## src/clock_synth_pkg.sv

```systemverilog
// Shared constants and types for the clock synthesizer configuration block
package clock_synth_pkg;

  ////////////////////////////////////////////////////////////////////////////////
  // Serial port framing
  localparam logic [7:0] SLAVE_ADDR_BYTE = 8'hd2;
  localparam logic [7:0] COMMAND_CODE    = 8'h00;
  localparam logic [7:0] COUNT_MIN       = 8'h01;
  localparam logic [7:0] COUNT_MAX       = 8'h20;
  localparam int         INDEX_W         = 6;
  localparam logic [3:0] LAST_BIT_COUNT  = 4'h7;
  localparam logic [3:0] BYTE_BITS       = 4'h8;

  ////////////////////////////////////////////////////////////////////////////////
  // Control byte zero layout
  localparam int         SPREAD_BIT     = 7;
  localparam int         SHARED_SEL_BIT = 5;
  localparam int         CPU_STOP_BIT   = 4;
  localparam int         PCI_STOP_BIT   = 3;
  localparam int         MODE_BIT       = 2;
  localparam int         FREQ_HI_BIT    = 1;
  localparam int         FREQ_LO_BIT    = 0;
  localparam logic [7:0] CONTROL_RESET  = 8'h00;
  localparam logic [7:0] WRITE_MASK     = 8'ha8;

  ////////////////////////////////////////////////////////////////////////////////
  // Test-clock dividers, loaded in test mode only; every other mode gets NO_DIV
  localparam int         DIV_W          = 4;
  localparam logic [3:0] TEST_CPU_DIV   = 4'h2;
  localparam logic [3:0] TEST_66_DIV    = 4'h4;
  localparam logic [3:0] TEST_PCI_DIV   = 4'h8;
  localparam logic [3:0] TEST_REF_DIV   = 4'h1;
  localparam logic [3:0] TEST_48_DIV    = 4'h2;
  localparam logic [3:0] NO_DIV         = 4'h0;

  ////////////////////////////////////////////////////////////////////////////////
  // Types
  typedef enum logic [1:0] {
    TRI_LOW  = 2'b00,
    TRI_MID  = 2'b01,
    TRI_HIGH = 2'b10
  } tri_level_t;

  typedef enum logic [1:0] {
    CPU_66  = 2'b00,
    CPU_100 = 2'b01,
    CPU_200 = 2'b10,
    CPU_133 = 2'b11
  } cpu_freq_t;

  typedef enum logic [2:0] {
    OUT_INTERNAL = 3'b000,
    OUT_BUFFERED = 3'b001,
    OUT_TEST     = 3'b011,
    OUT_HIZ      = 3'b010,
    OUT_RESERVED = 3'b110
  } out_mode_t;

  typedef struct packed {
    tri_level_t modeSelectTriLevel;
    logic       cpuFreqSelectHi;
    logic       cpuFreqSelectLo;
    logic       currentMultiplierSelect;
  } strap_t;

  typedef struct packed {
    logic scl;
    logic sda;
  } smbus_in_t;

  typedef struct packed {
    out_mode_t        mode;
    cpu_freq_t        cpuFreq;
    logic             oscRun;
    logic             testClockSource;
    logic             outputsHiZ;
    logic             spreadOn;
    logic             sharedSelect48;
    logic [DIV_W-1:0] cpuDiv;
    logic [DIV_W-1:0] sixtySixDiv;
    logic [DIV_W-1:0] pciDiv;
    logic [DIV_W-1:0] refDiv;
    logic [DIV_W-1:0] dot48Div;
    logic             cpuOn;
    logic             cpuCompOn;
    logic             cpuCompFloat;
    logic             sixtySixOn;
    logic             bufferedOn;
    logic             pciFreeOn;
    logic             pciGatedOn;
    logic             usbDotOn;
    logic             refOn;
  } clock_ctrl_t;

endpackage

```

## src/clock_synth_smbus_config.sv

```systemverilog
// Serial configuration port and output-mode control of the clock synthesizer
//
// Overview of operation
// - Answer only address byte D2h, write direction.
// - Only block writes accepted; no indexed access.
// - Byte count equals number of following data bytes.
// - Bytes ascend from zero, MSB first, stoppable.
// - Transfer valid once count acknowledge is clocked.
// - Configuration bytes take defaults at power-up.
// - Byte zero bit 7 enables down-spread.
// - Byte zero bit 5 picks 66/48 MHz.
// - Byte zero bit 4 mirrors CPU stop pin.
// - Byte zero bit 3 stops gated PCI only.
// - Byte zero bits 2..0 show latched straps.
// - Test mode clocks everything from test clock.
// - Test mode uses the TEST_*_DIV dividers; other modes use NO_DIV.
// - Mid/00 tristates outputs; mid/01 is test mode; mid/10 and mid/11 reserved.
// - Straps sampled once on power-good strobe low.
// - Power-down and stop pins are active low.
`timescale 1ns/1ps
module clock_synth_smbus_config (
  // Clock and reset
  input  wire logic                         clock,
  input  wire logic                         rst,
  // Serial port pins, open drain data
  input  wire clock_synth_pkg::smbus_in_t   busIn,
  output logic                              sdaOut,
  output logic                              sdaOe,
  // Strap pins and power-good strobe
  input  wire clock_synth_pkg::strap_t      strapIn,
  input  wire logic                         power_good_strobe_n,
  // Power management pins
  input  wire logic                         power_down_n,
  input  wire logic                         pciStopN,
  input  wire logic                         cpuStopN,
  // Status and output control
  output logic [7:0]                        controlByte,
  output clock_synth_pkg::strap_t           strapLatched,
  output logic                              strapsTaken,
  output logic                              transferValid,
  output clock_synth_pkg::clock_ctrl_t      clockCtrl
);
  import clock_synth_pkg::*;

  typedef enum logic [2:0] {
    ST_IDLE   = 3'b000,
    ST_ADDR   = 3'b001,
    ST_CMD    = 3'b011,
    ST_COUNT  = 3'b010,
    ST_DATA   = 3'b110,
    ST_IGNORE = 3'b111
  } link_state_t;

  link_state_t        state;
  logic               startSeen;
  logic               stopSeen;
  logic               byteValid;
  logic [7:0]         byteData;
  logic               ackClocked;
  logic               ackGo;
  logic               accept;
  logic               countAckPending;
  logic [7:0]         byteCount;
  logic [INDEX_W-1:0] dataIndex;
  logic [7:0]         writable;
  strap_t             strapSync0;
  strap_t             strapSync1;
  logic [1:0]         pgoodSync;
  logic [1:0]         pdSync;
  logic [1:0]         pciSync;
  logic [1:0]         cpuSync;
  logic               powerDown;
  logic               pciStopped;
  logic               cpuStopped;
  out_mode_t          next_mode;

  ////////////////////////////////////////////////////////////////////////////////
  // Bit-level receiver
  smbus_byte_receiver receiver (
    .clock      (clock),
    .rst        (rst),
    .busIn      (busIn),
    .sdaOe      (sdaOe),
    .ackGo      (ackGo),
    .startSeen  (startSeen),
    .stopSeen   (stopSeen),
    .byteValid  (byteValid),
    .byteData   (byteData),
    .ackClocked (ackClocked)
  );

  // Open drain: only ever pulls low
  always_ff @(posedge clock) begin
    sdaOut <= 1'b0;
  end

  ////////////////////////////////////////////////////////////////////////////////
  // Byte acceptance decision
  always_comb begin
    case (state)
      ST_ADDR:  accept = (byteData == SLAVE_ADDR_BYTE);
      ST_CMD:   accept = (byteData == COMMAND_CODE);
      ST_COUNT: accept = (byteData >= COUNT_MIN) && (byteData <= COUNT_MAX);
      ST_DATA:  accept = 1'b1;
      default:  accept = 1'b0;
    endcase
  end

  // Decided long before the falling clock of the eighth bit
  always_ff @(posedge clock) begin
    if (rst || startSeen) begin
      ackGo <= 1'b0;
    end else if (byteValid) begin
      ackGo <= accept;
    end
  end

  ////////////////////////////////////////////////////////////////////////////////
  // Transfer state machine
  always_ff @(posedge clock) begin
    if (rst) begin
      state <= ST_IDLE;
    end else if (startSeen) begin
      state <= ST_ADDR;
    end else if (stopSeen) begin
      state <= ST_IDLE;
    end else if (byteValid) begin
      case (state)
        ST_ADDR:  state <= accept ? ST_CMD : ST_IGNORE;
        ST_CMD:   state <= accept ? ST_COUNT : ST_IGNORE;
        ST_COUNT: state <= accept ? ST_DATA : ST_IGNORE;
        ST_DATA:  begin
          // Bytes beyond the announced count are refused
          if (8'(dataIndex) + 8'h01 >= byteCount) begin
            state <= ST_IGNORE;
          end
        end
        ST_IDLE:   state <= ST_IDLE;
        ST_IGNORE: state <= ST_IGNORE;
        default:   state <= ST_IDLE;
      endcase
    end
  end

  // Count and data index
  always_ff @(posedge clock) begin
    if (rst) begin
      byteCount <= 8'h00;
      dataIndex <= '0;
    end else if (byteValid && state == ST_COUNT && accept) begin
      byteCount <= byteData;
      dataIndex <= '0;
    end else if (byteValid && state == ST_DATA) begin
      dataIndex <= dataIndex + INDEX_W'(1);
    end
  end

  // Validity only after the controller has clocked the count acknowledge
  always_ff @(posedge clock) begin
    if (rst || startSeen) begin
      countAckPending <= 1'b0;
      transferValid   <= 1'b0;
    end else if (byteValid && state == ST_COUNT && accept) begin
      countAckPending <= 1'b1;
    end else if (ackClocked && countAckPending) begin
      countAckPending <= 1'b0;
      transferValid   <= 1'b1;
    end
  end

  ////////////////////////////////////////////////////////////////////////////////
  // Writable bits of control byte zero; later bytes are taken but discarded
  always_ff @(posedge clock) begin
    if (rst) begin
      writable <= CONTROL_RESET;
    end else if (byteValid && state == ST_DATA && transferValid && dataIndex == '0) begin
      writable <= byteData & WRITE_MASK;
    end
  end

  ////////////////////////////////////////////////////////////////////////////////
  // Pin synchronisers for straps and power pins
  always_ff @(posedge clock) begin
    if (rst) begin
      strapSync0 <= '0;
      strapSync1 <= '0;
      pgoodSync  <= 2'h3;
      pdSync     <= 2'h0;
      pciSync    <= 2'h3;
      cpuSync    <= 2'h3;
    end else begin
      strapSync0 <= strapIn;
      strapSync1 <= strapSync0;
      pgoodSync  <= {pgoodSync[0], power_good_strobe_n};
      pdSync     <= {pdSync[0], power_down_n};
      pciSync    <= {pciSync[0], pciStopN};
      cpuSync    <= {cpuSync[0], cpuStopN};
    end
  end

  assign powerDown  = !pdSync[1];
  assign pciStopped = !pciSync[1];
  assign cpuStopped = !cpuSync[1];

  // One-shot strap capture; the strobe is ignored afterwards
  always_ff @(posedge clock) begin
    if (rst) begin
      strapLatched <= '0;
      strapsTaken  <= 1'b0;
    end else if (!strapsTaken && !pgoodSync[1]) begin
      strapLatched <= strapSync1;
      strapsTaken  <= 1'b1;
    end
  end

  ////////////////////////////////////////////////////////////////////////////////
  // Control byte image
  always_ff @(posedge clock) begin
    if (rst) begin
      controlByte <= CONTROL_RESET;
    end else begin
      controlByte                 <= writable;
      controlByte[CPU_STOP_BIT]   <= cpuSync[1];
      controlByte[MODE_BIT]       <= (strapLatched.modeSelectTriLevel == TRI_HIGH);
      controlByte[FREQ_HI_BIT]    <= strapLatched.cpuFreqSelectHi;
      controlByte[FREQ_LO_BIT]    <= strapLatched.cpuFreqSelectLo;
    end
  end

  ////////////////////////////////////////////////////////////////////////////////
  // Output mode decode
  always_comb begin
    case (strapLatched.modeSelectTriLevel)
      TRI_HIGH: next_mode = OUT_BUFFERED;
      TRI_LOW:  next_mode = OUT_INTERNAL;
      TRI_MID:  begin
        case ({strapLatched.cpuFreqSelectHi, strapLatched.cpuFreqSelectLo})
          2'b00:   next_mode = OUT_HIZ;
          2'b01:   next_mode = OUT_TEST;
          default: next_mode = OUT_RESERVED;
        endcase
      end
      default:  next_mode = OUT_RESERVED;
    endcase
  end

  // Source, dividers and frequency
  always_ff @(posedge clock) begin
    if (rst) begin
      clockCtrl.mode            <= OUT_INTERNAL;
      clockCtrl.cpuFreq         <= CPU_66;
      clockCtrl.testClockSource <= 1'b0;
      clockCtrl.outputsHiZ      <= 1'b0;
      clockCtrl.spreadOn        <= 1'b0;
      clockCtrl.sharedSelect48  <= 1'b0;
      clockCtrl.cpuDiv          <= NO_DIV;
      clockCtrl.sixtySixDiv     <= NO_DIV;
      clockCtrl.pciDiv          <= NO_DIV;
      clockCtrl.refDiv          <= NO_DIV;
      clockCtrl.dot48Div        <= NO_DIV;
    end else begin
      clockCtrl.mode            <= next_mode;
      clockCtrl.cpuFreq         <= cpu_freq_t'({strapLatched.cpuFreqSelectHi,
                                                strapLatched.cpuFreqSelectLo});
      clockCtrl.testClockSource <= (next_mode == OUT_TEST);
      clockCtrl.outputsHiZ      <= (next_mode == OUT_HIZ);
      clockCtrl.spreadOn        <= writable[SPREAD_BIT];
      clockCtrl.sharedSelect48  <= writable[SHARED_SEL_BIT];
      if (next_mode == OUT_TEST) begin
        clockCtrl.cpuDiv      <= TEST_CPU_DIV;
        clockCtrl.sixtySixDiv <= TEST_66_DIV;
        clockCtrl.pciDiv      <= TEST_PCI_DIV;
        clockCtrl.refDiv      <= TEST_REF_DIV;
        clockCtrl.dot48Div    <= TEST_48_DIV;
      end else begin
        clockCtrl.cpuDiv      <= NO_DIV;
        clockCtrl.sixtySixDiv <= NO_DIV;
        clockCtrl.pciDiv      <= NO_DIV;
        clockCtrl.refDiv      <= NO_DIV;
        clockCtrl.dot48Div    <= NO_DIV;
      end
    end
  end

  // Gating; outputs stay parked until the straps are known
  always_ff @(posedge clock) begin
    if (rst) begin
      clockCtrl.oscRun       <= 1'b1;
      clockCtrl.cpuOn        <= 1'b0;
      clockCtrl.cpuCompOn    <= 1'b0;
      clockCtrl.cpuCompFloat <= 1'b0;
      clockCtrl.sixtySixOn   <= 1'b0;
      clockCtrl.bufferedOn   <= 1'b0;
      clockCtrl.pciFreeOn    <= 1'b0;
      clockCtrl.pciGatedOn   <= 1'b0;
      clockCtrl.usbDotOn     <= 1'b0;
      clockCtrl.refOn        <= 1'b0;
    end else if (powerDown) begin
      clockCtrl.oscRun       <= 1'b0;
      clockCtrl.cpuOn        <= 1'b0;
      clockCtrl.cpuCompOn    <= 1'b0;
      clockCtrl.cpuCompFloat <= 1'b1;
      clockCtrl.sixtySixOn   <= 1'b0;
      clockCtrl.bufferedOn   <= 1'b0;
      clockCtrl.pciFreeOn    <= 1'b0;
      clockCtrl.pciGatedOn   <= 1'b0;
      clockCtrl.usbDotOn     <= 1'b0;
      clockCtrl.refOn        <= 1'b0;
    end else begin
      clockCtrl.oscRun       <= 1'b1;
      clockCtrl.cpuOn        <= strapsTaken;
      clockCtrl.cpuCompOn    <= strapsTaken && !cpuStopped;
      clockCtrl.cpuCompFloat <= cpuStopped && pciStopped;
      clockCtrl.sixtySixOn   <= strapsTaken;
      clockCtrl.bufferedOn   <= strapsTaken;
      clockCtrl.pciFreeOn    <= strapsTaken;
      clockCtrl.pciGatedOn   <= strapsTaken && !pciStopped && !writable[PCI_STOP_BIT];
      clockCtrl.usbDotOn     <= strapsTaken;
      clockCtrl.refOn        <= strapsTaken;
    end
  end

endmodule

```

## src/smbus_byte_receiver.sv

```systemverilog
// Bit-level serial receiver: start/stop detection, byte shift and acknowledge drive
`timescale 1ns/1ps
module smbus_byte_receiver (
  // Clock and reset
  input  wire logic                       clock,
  input  wire logic                       rst,
  // Bus pins
  input  wire clock_synth_pkg::smbus_in_t busIn,
  output logic                            sdaOe,
  // Byte handshake
  input  wire logic                       ackGo,
  output logic                            startSeen,
  output logic                            stopSeen,
  output logic                            byteValid,
  output logic [7:0]                      byteData,
  output logic                            ackClocked
);
  import clock_synth_pkg::*;

  logic [1:0] sclSync;
  logic [1:0] sdaSync;
  logic       sclPrev;
  logic       sdaPrev;
  logic [3:0] bitCount;
  logic       inAck;
  logic       sclRise;
  logic       sclFall;

  ////////////////////////////////////////////////////////////////////////////////
  // Pin synchronisers; only the second stage is looked at
  always_ff @(posedge clock) begin
    if (rst) begin
      sclSync <= 2'h3;
      sdaSync <= 2'h3;
      sclPrev <= 1'b1;
      sdaPrev <= 1'b1;
    end else begin
      sclSync <= {sclSync[0], busIn.scl};
      sdaSync <= {sdaSync[0], busIn.sda};
      sclPrev <= sclSync[1];
      sdaPrev <= sdaSync[1];
    end
  end

  assign sclRise = sclSync[1] && !sclPrev;
  assign sclFall = !sclSync[1] && sclPrev;

  ////////////////////////////////////////////////////////////////////////////////
  // Framing events
  always_ff @(posedge clock) begin
    if (rst) begin
      startSeen <= 1'b0;
      stopSeen  <= 1'b0;
    end else begin
      startSeen <= sclSync[1] && sclPrev && sdaPrev && !sdaSync[1];
      stopSeen  <= sclSync[1] && sclPrev && !sdaPrev && sdaSync[1];
    end
  end

  ////////////////////////////////////////////////////////////////////////////////
  // Bit counter, shifter and acknowledge slot
  always_ff @(posedge clock) begin
    if (rst) begin
      bitCount   <= 4'h0;
      inAck      <= 1'b0;
      sdaOe      <= 1'b0;
      byteData   <= 8'h00;
      byteValid  <= 1'b0;
      ackClocked <= 1'b0;
    end else begin
      byteValid  <= 1'b0;
      ackClocked <= 1'b0;
      if (sclSync[1] && sclPrev && (sdaPrev != sdaSync[1])) begin
        // Start or stop: resynchronise the byte frame and let go of the line
        bitCount <= 4'h0;
        inAck    <= 1'b0;
        sdaOe    <= 1'b0;
      end else if (sclRise) begin
        if (inAck) begin
          ackClocked <= sdaOe;
        end else if (bitCount < BYTE_BITS) begin
          byteData <= {byteData[6:0], sdaSync[1]};
          bitCount <= bitCount + 4'h1;
          byteValid <= (bitCount == LAST_BIT_COUNT);
        end
      end else if (sclFall) begin
        if (!inAck && bitCount == BYTE_BITS) begin
          inAck    <= 1'b1;
          bitCount <= 4'h0;
          sdaOe    <= ackGo;
        end else if (inAck) begin
          inAck <= 1'b0;
          sdaOe <= 1'b0;
        end
      end
    end
  end

endmodule

```

## config.mk

```make
export PLATFORM = sky130hd
export DESIGN_NAME = clock_synth_smbus_config
export DESIGN_NICKNAME = d
export VERILOG_FILES = /design/src/clock_synth_pkg.sv /design/src/clock_synth_smbus_config.sv /design/src/smbus_byte_receiver.sv
export SDC_FILE = /design/constraint.sdc
export NUM_CORES = 1
export LEC_CHECK = 0
export BUFFER_PORTS_ARGS = -buffer_cell sky130_fd_sc_hd__buf_2
export CORE_UTILIZATION = 35
export CTS_CLUSTER_DIAMETER = 150
export DETAILED_ROUTE_END_ITERATION = 8
export GPL_ROUTABILITY_DRIVEN = 0
export SLEW_MARGIN = 5
export SYNTH_ARGS = -nofsm -noshare
export SYNTH_HDL_FRONTEND = slang
export SYNTH_SLANG_ARGS = --single-unit
```

## constraint.sdc

```tcl
create_clock -name clock -period 2.35 [get_ports clock]
set_clock_uncertainty 0.1 [all_clocks]
set_input_delay 0.47 -clock clock [delete_from_list [all_inputs] [get_ports clock]]
set_output_delay 0.47 -clock clock [all_outputs]
set_load 0.02 [all_outputs]
```

; ---- Word level (Yosys, flattened, before mapping)
; Cells that the tools add are included.
; W data, S select, Z words.
[classes]
n_reduce_logical = 54
addsub = 3
n_bitwise = 6
shifts = 0
div = 0
n_eq_ne = 18
muxes = 24
mul = 0
magnitude_cmp = 4
[op_table]
columns = op, n
row1 = $logic_and A1 B1 Y1, 21
row2 = $mux W4, 5
row3 = $mux W18, 1
row4 = $pmux W3 S5, 1
row5 = $eq A3 B2 Y1 const B, 4
row6 = $logic_not A1 Y1, 10
row7 = $mux W1, 10
row8 = $mux W3, 3
row9 = $pmux W3 S3, 1
row10 = $eq A8 B8 Y1 const B, 1
row11 = $ge A7 B8 Y1, 1
row12 = $ge A8 B1 Y1 const B, 1
row13 = $le A8 B6 Y1 const B, 1
row14 = $logic_not A8 Y1, 1
row15 = $reduce_and A2 Y1, 4
row16 = $reduce_and A4 Y1, 2
row17 = $reduce_bool A2 Y1, 4
row18 = $add A6 B1 Y7 const B, 1
row19 = $mux W7, 1
row20 = $add A6 B1 Y6 const B, 1
row21 = $eq A3 B3 Y1 const B, 2
row22 = $logic_not A6 Y1, 1
row23 = $ne A2 B2 Y1 const B, 3
row24 = $not A1 Y1, 6
row25 = 19 further kinds, 23
[word_totals]
word_cells = 163
register_bits = 112
n_memories = 0
latch_bits = 0
mem_bits_ro = 0
mem_bits_rw = 0
inputBits = 13
output_inout_bits = 56

; ---- Longest topological paths before layout
[logic_depth]
ltp_word = 8
ltp_mapped = 10
mapped_depth_nobuf = 9

; ---- Modules after synthesis
; A second synthesis with hierarchy kept.
[hier_totals]
hier_cells = 385
hier_area_um2 = 3632.2
[modules_own_cells]
columns = mod, area_each_um2, seq_area_each_um2, n_inst, cells_per_inst
row1 = clock_synth_smbus_config, 2717.6, 1281.2, 1, 286
row2 = smbus_byte_receiver, 914.6, 480.5, 1, 99

; ---- Worst setup path before layout
; No wires, ideal clock.
[synth_timing]
path_kind = reg-to-reg
start = reg dataIndex[2]
end = reg state[0]
synth_period_minus_slack_ns = 2.231
path_slack_ns = 0.119
n_path_buf = 1
required_ns = 2.180
stages_incl_launch_ff = 11
arrival_ns = 2.061
setup_time_ns = 0.070
cell_sequence = dfxtp_1 clkbuf_1 nand3_1 nor2_1 xor2_1 ha_1 o2111a_1 o31ai_1 o211a_1 a2111oi_0 o2bb2ai_1
[synth_via]
elab_chain_cells = 4
[synth_lines]
columns = item, line
row1 = "start, declared", clock_synth_smbus_config.sv:64  ; logic [INDEX_W-1:0] dataIndex;
row2 = "start signal, assigned", clock_synth_smbus_config.sv:154  ; dataIndex <= dataIndex + INDEX_W'(1);
row3 = $add A6 B1 Y7, clock_synth_smbus_config.sv:134  ; if (8'(dataIndex) + 8'h01 >= byteCount) begin
row4 = $ge A7 B8 Y1, clock_synth_smbus_config.sv:134
row5 = $ne A4 B2 Y1 (no line), -
row6 = $reduce_and A2 Y1 (no line), -
row7 = "end signal, assigned", clock_synth_smbus_config.sv:129  ; ST_ADDR: state <= accept ? ST_CMD : ST_IGNORE;
row8 = "end signal, assigned", clock_synth_smbus_config.sv:130  ; ST_CMD: state <= accept ? ST_COUNT : ST_IGNORE;
row9 = "end signal, assigned", clock_synth_smbus_config.sv:131  ; ST_COUNT: state <= accept ? ST_DATA : ST_IGNORE;
row10 = "end, declared", clock_synth_smbus_config.sv:54  ; link_state_t state;
; Every way passes these cells.
; A chain may end at the register's enable or synchronous reset.

; ---- Worst setup path after layout
[layout_timing]
start = reg dataIndex[0]
end = reg state[0]
; Same word-level chain as after synthesis.

==> key figures <==
Die
  • Die W: 103.3 um
  • Core Footprint: 9864 um^2
  • Die Area: 10,670 um^2
  • Row count: 36
  • Die height: 103.3 um
  • I/O Pins: between 60 and 70
  • Starting Density: 0.3640

Logic synthesis
  • Asr flop ratio synth: 0
  • Yosys warnings: 0
  • Post-synth top flop: dfxtp_1
  • Top-count cell post-synth: dfxtp_1
  • Synth area leader: dfxtp_1
  • Share of the synthesized area in the top cell type: 0.4906
  • Most frequent cells after synthesis: 88 x dfxtp_1, 31 x buf_4, 30 x nand2_1
  • Mapped Avg Cell Area: between 9 and 10 um^2
  • Seq/Total Area, Yosys: 0.4906
  • Area contributors post-synth: dfxtp_1 49%, buf_4 6.5%, ha_1 3.8%, nor2b_1 3.5%, nand2_1 3.1%
  • Mapped Cells: 380
  • Post-synth EDFFs: 0
  • FF+latch count, synth: 88
  • Netlist cell types: 52
  • Synth Cell Area: 3591 um^2

Global route
  • Congestion Overflow GR: 0
  • Initial antenna violation count: 0
  • Pin count of the biggest net entering global routing: 53
  • Number of global-route vias before repair: 2,251
  • First-pass GRT wire length: 9.991 mm
  • Tot GR Track Use: 0.1233

Clock tree
  • CTS tree: yes
  • CTS Root Cell: clkbuf_8
  • H-Tree Depth: 3
  • Skew-Pair Late Insertion Delay: 0.35 ns
  • Max clock buf depth: 2
  • Cts bufs inserted: 9
  • Clock sink count: 88
  • Reg clk slew, reported paths: roughly 0.090 ns

Outcome
  • Status: complete, no violations

STA
  • Max frequency: 457.4 MHz
  • Max Transition Viols Final: 0
  • Min Tclk post-route: roughly 2.2 ns
  • Period Utilization, post-route: 0.9302
  • Setup ws final: ~0.16 ns
  • Hold Vio Cnt, Final: 0
  • Setup TNS: 0 ns
  • RSZ-0062 raised after global routing: no
  • Slew @ Worst Pin: 0.5633 ns
  • Slew HR: 0.6235
  • Setup-failing EPs final: 0

Cells and area
  • Layout Cells excl Fill: 558
  • Ant diodes: 0
  • Sequential Area: about 1800 um^2
  • Fillers: between 900 and 1,000
  • Area Overhead vs Synth: 12.96%
  • Nets: 444
  • Layout cell share with drive strength beyond 1: 0.2400
  • Multi-input gate area: 1539 um^2

Place
  • IO Port Bufs: 51
  • Pre-CTS setup slack: between 0.1 and 0.15 ns
  • Placed Cells: 542
  • DP HPWL: 4.394 mm

Power
  • Comb pwr share: 0.044
  • Leakage power: 0.001696 uW
  • Sequential power share: 0.564
  • Internal power: approximately 2100 uW
  • Net switching power: ~650 uW
  • Max rail drop VDD: approximately 280 uV
  • Net switching fraction of the power: 0.2389
  • Overall Power: 2715 uW
  • P per Cell Area: 669.4 nW/um^2
  • Clock share of power: 0.392

Worst setup path
  • Startpoint Class: flip-flop
  • Required time worst endpoint: 2.54 ns
  • Crit Path Class: reg -> reg
  • Crit-path cells: ha_1 > nand3_1 > xnor2_1 > ha_1 > o2111a_1 > o31ai_1 > o211a_1 > a2111oi_2 > o2bb2ai_1
  • Most common cell on crit path: ha_1
  • Worst path bufs/invs: 0
  • Max FO, Critical Path: 3
  • Slowest stage delay, CP: approximately 0.38 ns
  • Critical path arrival: approximately 2.4 ns
  • CP Capture Type: flip-flop
  • Slowest CP cell: dfxtp_1
  • Top delay family on crit path: compound AO/OA/AOI/OAI gates

Route
  • WL final: roughly 6.2 mm
  • DR vias/cell: around 4.5
  • Vias: 2,527
  • Post-route DRC: 0
  • WL per Instance: approximately 11 um
  • Number of routed nets with antenna violations: 0
  • Iter 0 DRT Violations: 91
  • Drt pass-1 iters: 5

Worst hold path
  • Type of the worst min-delay path: in -> reg

Flow run
  • Maxcap violations: 0
==> final cells by class <==
class                           count  share of cell area
Tap cell                          133             0.04102
Clock inverter                      7             0.01912
Multi-Input combinational cell    246              0.3794
Sequential cell                    88              0.4343
Clock buffer                        9             0.03054
Timing Repair Buffer               59             0.08081
Inverter                           16             0.01481
==> cell families (layout without fill, tap and decap cells) <==
kind of cell    after synthesis  after routing  synth area share
flops                        88             88            0.4906
buf+inv                      62             91            0.1024
fa+ha+maj                    11             11           0.03833
mux                           9              9           0.02509
other cells                   1             17          0.001044
compound gates               49             49           0.08677
simple gates                150            150            0.2314
xor+xnor                     10             10           0.02439
==> final timing paths <==
path | from | to | slack [ns] | cells after the start
setup / recovery | dataIndex[0] | state[0] | 0.16 | 9
hold / removal | busIn[1] | receiver.sclSync[0] | 0.19 | 2
setup reg to reg | dataIndex[0] | state[0] | 0.16 | 9
hold reg to reg | receiver.sdaSync[0] | receiver.sdaSync[1] | 0.32 | 1
==> power groups by stage <==
stage          Sequential [uW]  Clock [uW]  Combinational [uW]
2_1_floorplan             1570           0                 103
3_3_place_gp              1570           0                 118
3_5_place_dp              1570           0                 120
4_1_cts                   1530        1100                 120
5_1_grt                   1540        1160                 134
6_report                  1530        1060                 120
==> per-stage QoR <==
stage | instance area [um^2] | utilization | hold slack, ns
3_5_place_dp | 3844 | 0.3897 | 0.2936
3_3_place_gp | 3844 | 0.3897 | 0.2925
2_1_floorplan | 3651 | - | 0.2895
5_1_grt | 4056 | 0.4112 | 0.1716
6_report | 4056 | 0.4112 | 0.1898
4_1_cts | 4045 | 0.4101 | 0.1708
==> worst register-to-register path, stage by stage (launching register included) <==
cell,delay [ns]
dfxtp_1,0.38
ha_1,0.18
nand3_1,0.11
xnor2_1,0.17
ha_1,0.28
o2111a_1,0.17
o31ai_1,0.06
o211a_1,0.21
a2111oi_2,0.33
o2bb2ai_1,0.14
==> metal layers <==
layer  wire length (um)  global-route usage  vias to the layer above  part of all wire
li1                   -                   -                     1302                 -
met1               2933              0.1482                     1145              0.47
met2               2913              0.2092                       71              0.47
met3                244             0.03629                        9             0.039
met4                107             0.04550                        0             0.017
met5                  0                   0                        -                 0
==> placed cells by master (no fill, tap or decap), types with 2 or more instances in the layout <==
cell type | netlist | routed
o21a_1 | 3 | 3
nor3b_1 | 4 | 4
nor2b_1 | 20 | 20
nand4_1 | 2 | 2
a21oi_1 | 20 | 20
or2b_1 | 2 | 2
mux2i_1 | 9 | 9
nand2b_1 | 14 | 14
dfxtp_1 | 88 | 88
inv_6 | 0 | 3
ha_1 | 11 | 11
o21ai_0 | 8 | 8
nor4_1 | 6 | 6
buf_4 | 31 | 7
nor2_1 | 22 | 22
nand2_1 | 30 | 30
nand3_1 | 6 | 5
and3b_1 | 3 | 3
or3b_2 | 2 | 2
a31o_2 | 2 | 2
conb_1 | 1 | 17
or2_2 | 16 | 16
nor3_1 | 13 | 13
clkbuf_8 | 0 | 9
xnor2_1 | 6 | 6
clkinv_2 | 0 | 2
a2111oi_0 | 3 | 2
inv_1 | 16 | 16
buf_2 | 0 | 51
o211a_1 | 2 | 2
xor2_1 | 4 | 4
==> sequential cells by signal, indices dropped and copies added (netlist names), 3 cells and up <==
signal	flops
state	3
strapSync1	5
strapLatched	5
clockCtrl	12
controlByte	5
strapSync0	5
receiver.byteData	8
writable	3
receiver.bitCount	4
byteCount	8
dataIndex	6
==> repair_timing <==
item | CTS | global route
setup buffers | 0 | 0
resized for setup | 0 | 3
endpoints found under the setup margin | 0 | 1
hold buffers | 0 | 0
Note: power is estimated with default switching activity, not from simulation.
